`src/tca_params.svh`:
```
/*
 * Constants for the accumulator arithmetic datapath.
 * Assumes inclusion by bare name from the datapath sources.
 */
`ifndef TCA_PARAMS_SVH
`define TCA_PARAMS_SVH

`define TCA_WIDTH     16
`define TCA_SIGN_BIT  15
`define TCA_ACC_RST   16'h0000
`define TCA_EXT_RST   1'h0
`define TCA_OVF_RST   1'h0
`define TCA_ONE       16'h0001

`endif

```
`src/tca_pkg.sv`:
```
/*
 * Types for the accumulator arithmetic datapath.
 * Assumes the params header is on the include path.
 */
`include "tca_params.svh"

package tca_pkg;

  // Operations requested by the instruction decoder
  typedef enum logic [2:0] {
    TCA_OP_NONE,
    TCA_OP_LOAD,
    TCA_OP_ADD,
    TCA_OP_INVERT_ACCUMULATOR,
    TCA_OP_CLEAR_THEN_INVERT_ACCUMULATOR,
    TCA_OP_INCREMENT,
    TCA_OP_INVERT_CARRY_BIT,
    TCA_OP_CLEAR_THEN_INVERT_CARRY_BIT
  } tca_op_t;

  // One request from the decoder
  typedef struct packed {
    logic                    valid;
    tca_op_t                 op;
    logic [`TCA_WIDTH-1:0]   operand;
  } tca_req_t;

  // Visible datapath state
  typedef struct packed {
    logic [`TCA_WIDTH-1:0]   acc;
    logic                    carry;
    logic                    overflow;
    logic                    negative;
  } tca_stat_t;

endpackage

```
`src/tca_datapath.sv`:
```
/*
 * Accumulator arithmetic datapath: 16-bit accumulator, one-bit extend
 * register, add, increment and complement operations.
 * Assumes one clock, synchronous reset, and a decoder that presents one
 * request per cycle; no register bus.
 * Extend is sticky: an add or increment only sets it, and it is cleared
 * by reset or by a complement. Overflow is kept until the next add or
 * increment. Widths and reset values come from the params header.
 */
// Behaviour
// - Only binary addition exists; subtract, multiply, divide are done by program.
// - Excess carry beyond register width goes to the extend bit; register holds true difference.
// - Complementing accumulator or extend bit inverts every bit of it.
// - Increment after one's complement gives the two's complement negation.
// - A value is negative when bit 15 is one.
// - Sign bit is an ordinary data bit in every addition.
// - Result is 16 bits; carry out of bit 15 goes to the extend bit.
`include "tca_params.svh"
`timescale 1ns/10ps
`default_nettype none

module tca_datapath (
  // Clock and reset
  input  wire logic              clk,
  input  wire logic              rst,
  // Decoder request
  input  wire tca_pkg::tca_req_t req,
  // Datapath state
  output var  tca_pkg::tca_stat_t stat
);

  // Architectural state and its next values
  logic [`TCA_WIDTH-1:0] acc_q;
  logic [`TCA_WIDTH-1:0] acc_d;
  logic                  carry_q;
  logic                  carry_d;
  logic                  ovf_q;
  logic                  ovf_d;
  logic [`TCA_WIDTH-1:0] addend;
  logic [`TCA_WIDTH:0]   sum;
  logic                  add_ovf;
  logic                  is_add;
  logic                  is_inc;
  // Operation strobes from the decoder
  logic                  is_load;
  logic                  is_inv_acc;
  logic                  is_cci_acc;
  logic                  is_inv_ext;
  logic                  is_cci_ext;
  logic                  is_idle;

  // Full adder of the width plus one carry position
  function automatic logic [`TCA_WIDTH:0] add_w(
    input logic [`TCA_WIDTH-1:0] a,
    input logic [`TCA_WIDTH-1:0] b
  );
    add_w = {1'b0, a} + {1'b0, b};
  endfunction

  // ************************************************************
  // Operation decode
  // ************************************************************
  // One strobe per operation; a refused request raises only is_idle
  assign is_add     = req.valid && (req.op == tca_pkg::TCA_OP_ADD);
  assign is_inc     = req.valid && (req.op == tca_pkg::TCA_OP_INCREMENT);
  assign is_load    = req.valid && (req.op == tca_pkg::TCA_OP_LOAD);
  assign is_inv_acc = req.valid &&
    (req.op == tca_pkg::TCA_OP_INVERT_ACCUMULATOR);
  assign is_cci_acc = req.valid &&
    (req.op == tca_pkg::TCA_OP_CLEAR_THEN_INVERT_ACCUMULATOR);
  assign is_inv_ext = req.valid &&
    (req.op == tca_pkg::TCA_OP_INVERT_CARRY_BIT);
  assign is_cci_ext = req.valid &&
    (req.op == tca_pkg::TCA_OP_CLEAR_THEN_INVERT_CARRY_BIT);
  assign is_idle    = !req.valid || (req.op == tca_pkg::TCA_OP_NONE);

  // ************************************************************
  // Adder and operand selection
  // ************************************************************
  assign addend  = is_inc ? `TCA_ONE : req.operand;
  // Sign bit added like any data bit; only one adder exists
  assign sum     = add_w(acc_q, addend);
  // Overflow compares the operand signs with the sign of the sum
  assign add_ovf = (acc_q[`TCA_SIGN_BIT] == addend[`TCA_SIGN_BIT]) &&
                   (sum[`TCA_SIGN_BIT] != acc_q[`TCA_SIGN_BIT]);

  // Next state selection
  always_comb begin
    acc_d   = acc_q;
    carry_d = carry_q;
    ovf_d   = ovf_q;
    // Nothing changes unless a valid request is presented
    if (req.valid) begin
      case (req.op)
        tca_pkg::TCA_OP_LOAD: begin
          acc_d = req.operand;
        end
        tca_pkg::TCA_OP_ADD,
        tca_pkg::TCA_OP_INCREMENT: begin
          // Low 16 bits kept, top carry to extend
          // Extend is never cleared here; without a carry out it keeps its
          // value, and only reset or a complement clears it
          acc_d = sum[`TCA_WIDTH-1:0];
          if (sum[`TCA_WIDTH]) begin
            carry_d = 1'b1;
          end
          ovf_d = add_ovf;
        end
        tca_pkg::TCA_OP_INVERT_ACCUMULATOR: begin
          acc_d = ~acc_q;
        end
        tca_pkg::TCA_OP_CLEAR_THEN_INVERT_ACCUMULATOR: begin
          acc_d = ~`TCA_ACC_RST;
        end
        tca_pkg::TCA_OP_INVERT_CARRY_BIT: begin
          carry_d = ~carry_q;
        end
        tca_pkg::TCA_OP_CLEAR_THEN_INVERT_CARRY_BIT: begin
          carry_d = ~`TCA_EXT_RST;
        end
        default: begin
          acc_d = acc_q;
        end
      endcase
    end
  end

  // ************************************************************
  // State registers
  // ************************************************************
  // Synchronous reset clears accumulator, extend and overflow
  always_ff @(posedge clk) begin
    if (rst) begin
      acc_q   <= `TCA_ACC_RST;
      carry_q <= `TCA_EXT_RST;
      ovf_q   <= `TCA_OVF_RST;
    end else begin
      acc_q   <= acc_d;
      carry_q <= carry_d;
      ovf_q   <= ovf_d;
    end
  end

  // Outputs straight from flip-flops
  assign stat.acc      = acc_q;
  assign stat.carry    = carry_q;
  assign stat.overflow = ovf_q;
  assign stat.negative = acc_q[`TCA_SIGN_BIT];

  // ************************************************************
  // Checks: adder
  // ************************************************************
  // Sum wraps at the register width; the 17th bit is not kept
  add_sum_a: assert property (@(posedge clk) disable iff (rst)
    is_add |=> acc_q == $past(acc_q) + $past(req.operand))
    else $error("add result wrong");
  // Increment adds exactly one with the same wrap
  inc_sum_a: assert property (@(posedge clk) disable iff (rst)
    is_inc |=> acc_q == $past(acc_q) + `TCA_ONE)
    else $error("increment result wrong");
  // A wrapped result means a carry out; extend is set, never cleared
  add_carry_a: assert property (@(posedge clk) disable iff (rst)
    is_add || is_inc
    |=> carry_q == ($past(carry_q) || (acc_q < $past(acc_q))))
    else $error("carry not sent to extend");
  // Sign of a sum without overflow follows the true signed sum
  sign_sum_a: assert property (@(posedge clk) disable iff (rst)
    is_add |=> ovf_q || (acc_q[`TCA_SIGN_BIT] ==
      (($signed($past(acc_q)) + $signed($past(req.operand))) < 0)))
    else $error("result sign wrong");
  // Overflow: equal operand signs and a result sign that differs
  ovf_set_a: assert property (@(posedge clk) disable iff (rst)
    is_add || is_inc
    |=> ovf_q == (($past(acc_q[`TCA_SIGN_BIT]) ==
                   $past(addend[`TCA_SIGN_BIT])) &&
                  (acc_q[`TCA_SIGN_BIT] != $past(acc_q[`TCA_SIGN_BIT]))))
    else $error("overflow flag wrong");

  // ************************************************************
  // Checks: complements and negation
  // ************************************************************
  // Every bit of the accumulator flips
  inv_acc_a: assert property (@(posedge clk) disable iff (rst)
    is_inv_acc |=> acc_q == ~$past(acc_q))
    else $error("invert accumulator wrong");
  // The extend bit flips
  inv_ext_a: assert property (@(posedge clk) disable iff (rst)
    is_inv_ext |=> carry_q != $past(carry_q))
    else $error("invert extend wrong");
  // Clear then invert leaves all ones
  cci_acc_a: assert property (@(posedge clk) disable iff (rst)
    is_cci_acc |=> &acc_q)
    else $error("clear invert accumulator wrong");
  // Clear then invert leaves the extend bit set
  cci_ext_a: assert property (@(posedge clk) disable iff (rst)
    is_cci_ext |=> carry_q)
    else $error("clear invert extend wrong");
  // Complement then increment gives the negated value
  neg_pair_a: assert property (@(posedge clk) disable iff (rst)
    is_inv_acc ##1 is_inc |=> acc_q == 16'h0000 - $past(acc_q, 2))
    else $error("negation wrong");

  // ************************************************************
  // Checks: flags and refused requests
  // ************************************************************
  // The negative flag shows the sign bit of a loaded value
  sign_flag_a: assert property (@(posedge clk) disable iff (rst)
    is_load |=> stat.negative == $past(req.operand[`TCA_SIGN_BIT]))
    else $error("sign flag wrong");
  // Operations other than add and increment leave overflow alone
  ovf_hold_a: assert property (@(posedge clk) disable iff (rst)
    req.valid && !is_add && !is_inc |=> $stable(ovf_q))
    else $error("overflow flag changed");
  // A refused request changes no state
  idle_hold_a: assert property (@(posedge clk) disable iff (rst)
    is_idle |=> $stable(acc_q) && $stable(carry_q) && $stable(ovf_q))
    else $error("refused request changed state");

endmodule

`default_nettype wire

```
`config.mk`:
```
export PLATFORM = sky130hd
export DESIGN_NAME = tca_datapath
export DESIGN_NICKNAME = d
export VERILOG_FILES = /design/src/tca_pkg.sv /design/src/tca_datapath.sv
export VERILOG_INCLUDE_DIRS = /design/src /design/src/src
export SDC_FILE = /design/constraint.sdc
export NUM_CORES = 1
export LEC_CHECK = 0
export BUFFER_PORTS_ARGS = -buffer_cell sky130_fd_sc_hd__buf_2
export CAP_MARGIN = 10
export CELL_PAD_IN_SITES_DETAIL_PLACEMENT = 0
export CELL_PAD_IN_SITES_GLOBAL_PLACEMENT = 1
export CORE_MARGIN = 8
export CORE_UTILIZATION = 30
export CTS_BUF_LIST = sky130_fd_sc_hd__clkbuf_4
export CTS_CLUSTER_DIAMETER = 150
export DETAILED_ROUTE_END_ITERATION = 8
export GPL_TIMING_DRIVEN = 0
export HOLD_SLACK_MARGIN = 0.03
export PLACE_DENSITY_LB_ADDON = 0.12
export SLEW_MARGIN = 20
export SYNTH_ARGS = -nofsm -noshare
export SYNTH_HDL_FRONTEND = slang
export SYNTH_SLANG_ARGS = --single-unit
```
`constraint.sdc`:
```
create_clock -name clk -period 3.3 [get_ports clk]
set_input_delay 0.495 -clock clk [delete_from_list [all_inputs] [get_ports clk]]
set_output_delay 0.495 -clock clk [all_outputs]
set_load 0.01 [all_outputs]
```
Word-level counts from Yosys, hierarchy flattened:

Cells that the tools add are included.

* register bits after elaboration: 18

* add/sub/neg operators: 1
* equality and inequality tests: 10
* mux-type cells: 4
* bitwise gates (word level): 2
* reduce and logical (&&, ||, !) cells: 8

Operators with widths (number)
* 16-bit case mux with 4 select lines: 1
* 16-bit by 16-bit adder with 17-bit output: 1
* 16-bit two-way mux: 1
* 16-bit NOT: 1
* 3-bit == test (second input constant): 4
* 3-bit by 2-bit == test with 1-bit output (second input constant): 2
* 2-bit AND reduction: 2
* 4-bit nonzero test: 1
* 3-bit by 1-bit == test with 1-bit output (second input constant): 1
* 1-bit case mux with 3 select lines: 1
* 3-bit AND reduction: 1
* 3-bit nonzero test: 1
* 1-bit logical AND: 2
* 2-bit != test (second input constant): 1
* 2-bit OR reduction: 1
* 1-bit == test: 1
* 1-bit two-way mux: 1
* 1-bit != test: 1
* 1-bit NOT: 1

Longest topological paths before layout:

* depth in word-level cells: 6
* mapped depth: 13

Least setup slack after synthesis:

No wires, ideal clock.

* kind: input to register
* start point: input port req[16] (netlist bit)
* end point: register carry_q
* setup time: 0.112 ns
* data arrival time: 2.826 ns
* required time: 3.188 ns
* setup slack: 0.362 ns
* cell stages on the path: 13
* cells stage by stage: clkbuf_1 buf_2 nand3_1 nand2b_1 ha_1 inv_1 fa_1 nand2b_1 a21oi_1 o31a_1 a31oi_1 nand3b_1 a2111oi_1

* longest elaborated chain between the ends: 6
* elaborated cells on any way between the ends: 12

RTL lines
* start: declaration: line tca_datapath.sv:27 `input wire tca_pkg::tca_req_t req,`
* 3-bit == test: line tca_datapath.sv:65, tca_datapath.sv:94
* 1-bit logical AND: line tca_datapath.sv:65 `assign is_inc = req.valid && (req.op == tca_pkg::TCA_OP_INCREMENT);`
* 16-bit two-way mux: line tca_datapath.sv:80 `` assign addend = is_inc ? `TCA_ONE : req.operand; ``
* 16-bit by 16-bit adder with 17-bit output: line tca_datapath.sv:57 `add_w = {1'b0, a} + {1'b0, b};`
* 2-bit != test (no source line)
* 3-bit AND reduction (no source line)
* end signal: assignment: line tca_datapath.sv:135 `` carry_q <= `TCA_EXT_RST; ``
* end signal: assignment: line tca_datapath.sv:139 `carry_q <= carry_d;`
* end: declaration: line tca_datapath.sv:35 `logic carry_q;`

Several ways; a longest one is shown, not always the timed one.
A chain may end at the register's enable or synchronous reset.

Final worst setup path:

* start point: input port req[17] (netlist bit)
* end point: register carry_q

The elaborated chain is that of the path after synthesis.

==> results.cfg <==
[synth]
async_flop_share_pct = 0
yosys_most_used_dff = dfxtp_1
synth_edf_count = 0
synth_cell_types = 55
synth.most_common_cell = nor2_1
synthesis.instances = 300
ys_top_cells_by_count = nor2_1, a21oi_1, nand2_1, dfxtp_1, ha_1
synth-seq-area-share_pct = 16.5
syn_area_per_cell_um2 = 7.27
synth_nets = 339
synthDominantAreaCellType = dfxtp_1
synth_top_area_share_pct = 16.5
yosys_warnings = 0
synth-seq-cells = 18
netlist_area_um2 = 2180
synth.area.top_cells = dfxtp_1, ha_1, a21oi_1

[cells_and_area]
drive_above_1_share_pct = 21.2
diodes = 0
final_cell_area_um2 = 2560
final_cells = 443
area_delta_synth_final_pct = 17.1
num-nets-final = 384

[sta]
worst_slew_pin_slew_ps = 675
slew-limit-headroom_pct = 55.0
max_freq_mhz = 320
maxSlewViolCount = 0
rsz0062_at_grt = no
period_share_pct = 94.7
setup_viol = 0
hold_viol_final = 0
fin_crit_ps = 3130
finClkSkew_ps = 6.98

[placement]
dp_hpwl_mm = 5.87
placed_area_um2 = 2500
place_congestion = 0.870
dp.cells = 437
port_buffers = 38

[clock_tree]
clock_latency_ps = 320
clk_pin_slew_worst_paths_ps = 130
root_buffer = clkbuf_4
cts.sinks = 18
clockBufferDepth = 2
cts_max_level = 1
cts_tree = done
cts_made_buffers = 3
postCtsHoldBufs = 0

[critical_path]
worstRegToRegCells = 9
startpoint_type = input pin
crit_fanout = 10
timing.rr.end = carry_q
end_kind = flop
critPathArrivalTime_ps = 3350
reg2reg_setup_slack_ps = 720
r2r-start = acc_q[0]
crit_type = input pin to flop
required_ps = 3530

[global_route]
grt_pass1_vias = 2204
antenna_found_initial = 0
grt.overflow.total = 0
grt_max_degree = 11
track_usage_pct = 14.5
grt_pass1_wl_mm = 11.6

[pwr]
power_frac_comb_pct = 52.4
power_density_nw_per_um2 = 327
finalPower_uw = 836
intPower_uw = 475
power.leakage_nw = 1.09
pwr-share-clk_pct = 15.5
power_switching_uw = 360
p_sw_share_pct = 43.1
peakVddDrop_v = 0.000107
p_seq_share_pct = 32.1

[floorplan]
initial_utilization_pct = 30.6
core_area_um2 = 7140
die-area_um2 = 10300
boundaryPins = 41
fp.dieW_um = 101
die-height_um = 101
num_rows = 31

[hold_path]
holdPathStages = 2
holdPathEnd = acc_q[6]
hold_start = acc_q[6]
holdCritPathClass = flop to flop

[routing]
num_vias = 2308
drt-initial-drc-count = 133
dr.pass1.iters = 4
via_per_inst = 5.21
drc = 0
drt.antenna.violating_nets = 0
drt_wl_total_mm = 7.36
route.detailed.wl_per_inst_um = 16.6

[run]
maxCapViolCount = 0

[outcome]
status = completed
[final cells by class]
| class | instances | area [µm²] |
|---|---|---|
| fillers | 813 | 4580 |
| inverters | 12 | 45.0 |
| multi-input cells | 251 | 1680 |
| well taps | 99 | 124 |
| repair buffers | 40 | 205 |
| flip-flops and latches | 18 | 360 |
| clock inverters | 1 | 3.75 |
| plain buffers | 19 | 111 |
| clock buffers | 3 | 22.5 |
[worst max-delay path: stages]
cell and delay [ps]:
buf_2 110, buf_2 170, nor2b_1 220, nand3_2 150, nand2b_1 100, ha_1 190, inv_1 60, fa_1 400
nand2b_1 210, a21oi_2 250, o31a_1 210, a31oi_1 180, nand3b_1 230, a2111oi_2 370
[how the worst max path moves through the flow]
stage	endpoint	cells after the start	start	slack [ps]
global placement	carry_q	12	req[16]	-740
CTS	carry_q	14	req[17]	9
floorplan	carry_q	13	req[16]	360
global route	carry_q	14	req[17]	10
detailed placement	carry_q	12	req[16]	-790
finish	carry_q	14	req[17]	170
[registers in the layout (all words and copies together), names as in the netlist]
signal   flops
acc_q       16
carry_q      1
ovf_q        1
[timing repair]
item	CTS	global route
endpoints found under the setup margin	11	6
resized for setup	5	2
setup buffers	0	2
pin swaps	0	1
[layout by cell type, fill, tap and decap left out, drive strengths merged, types with 4 or more instances in the layout]
master | netlist | routed
nand3 | 7 | 7
clkbuf | 9 | 11
a21o | 5 | 5
a31oi | 6 | 6
o22ai | 5 | 5
o31ai | 4 | 4
nand2b | 6 | 6
o21a | 4 | 4
a211oi | 6 | 6
and2 | 14 | 14
nand2 | 31 | 31
nor2 | 32 | 32
a21oi | 30 | 30
dfxtp | 18 | 18
xnor2 | 9 | 9
nor2b | 5 | 5
inv | 12 | 12
xor2 | 4 | 4
ha | 16 | 16
o211ai | 7 | 7
or2 | 4 | 4
buf | 10 | 51
mux2i | 7 | 7
o21ai | 19 | 19
[kinds of logic (layout without fill, tap and decap cells)]
logic type / Yosys count / in the layout / synth area share [%]
simple gates: 111 / 111 / 25.3
compound gates: 101 / 101 / 31.7
buf+inv: 31 / 75 / 6.94
flops: 18 / 18 / 16.5
fa+ha+maj: 17 / 17 / 10.1
xor+xnor: 13 / 13 / 5.22
mux: 9 / 9 / 4.24
[per-layer routing]
layer,GRT usage (%),wire [µm],vias to the layer above
met5,0,0,-
met4,3.09,57,0
met3,2.41,329,5
met2,22.3,3290,50
met1,20.4,3680,1084
li1,-,-,1169
[stage by stage]
stage | hold WS (ps) | setup slack, ps | TNS, ps | utilization (%)
finish | 509 | 175 | 0 | 35.8
global route | 537 | 13.1 | 0 | 35.8
detailed placement | 485 | -793 | -6620 | 35.0
global placement | 485 | -742 | -6280 | 35.0
CTS | 504 | 9.47 | 0 | 35.5
floorplan | 477 | 362 | 0 | -
[power groups by stage]
stage                     clock network, mW  logic [mW]  registers (mW)
after floorplan                           0       0.310           0.277
after global placement                    0       0.433           0.273
after detailed placement                  0       0.434           0.273
after CTS                             0.134       0.438           0.268
after global routing                  0.147       0.486           0.272
final                                 0.130       0.438           0.268
(Power assumes the default switching activity.)
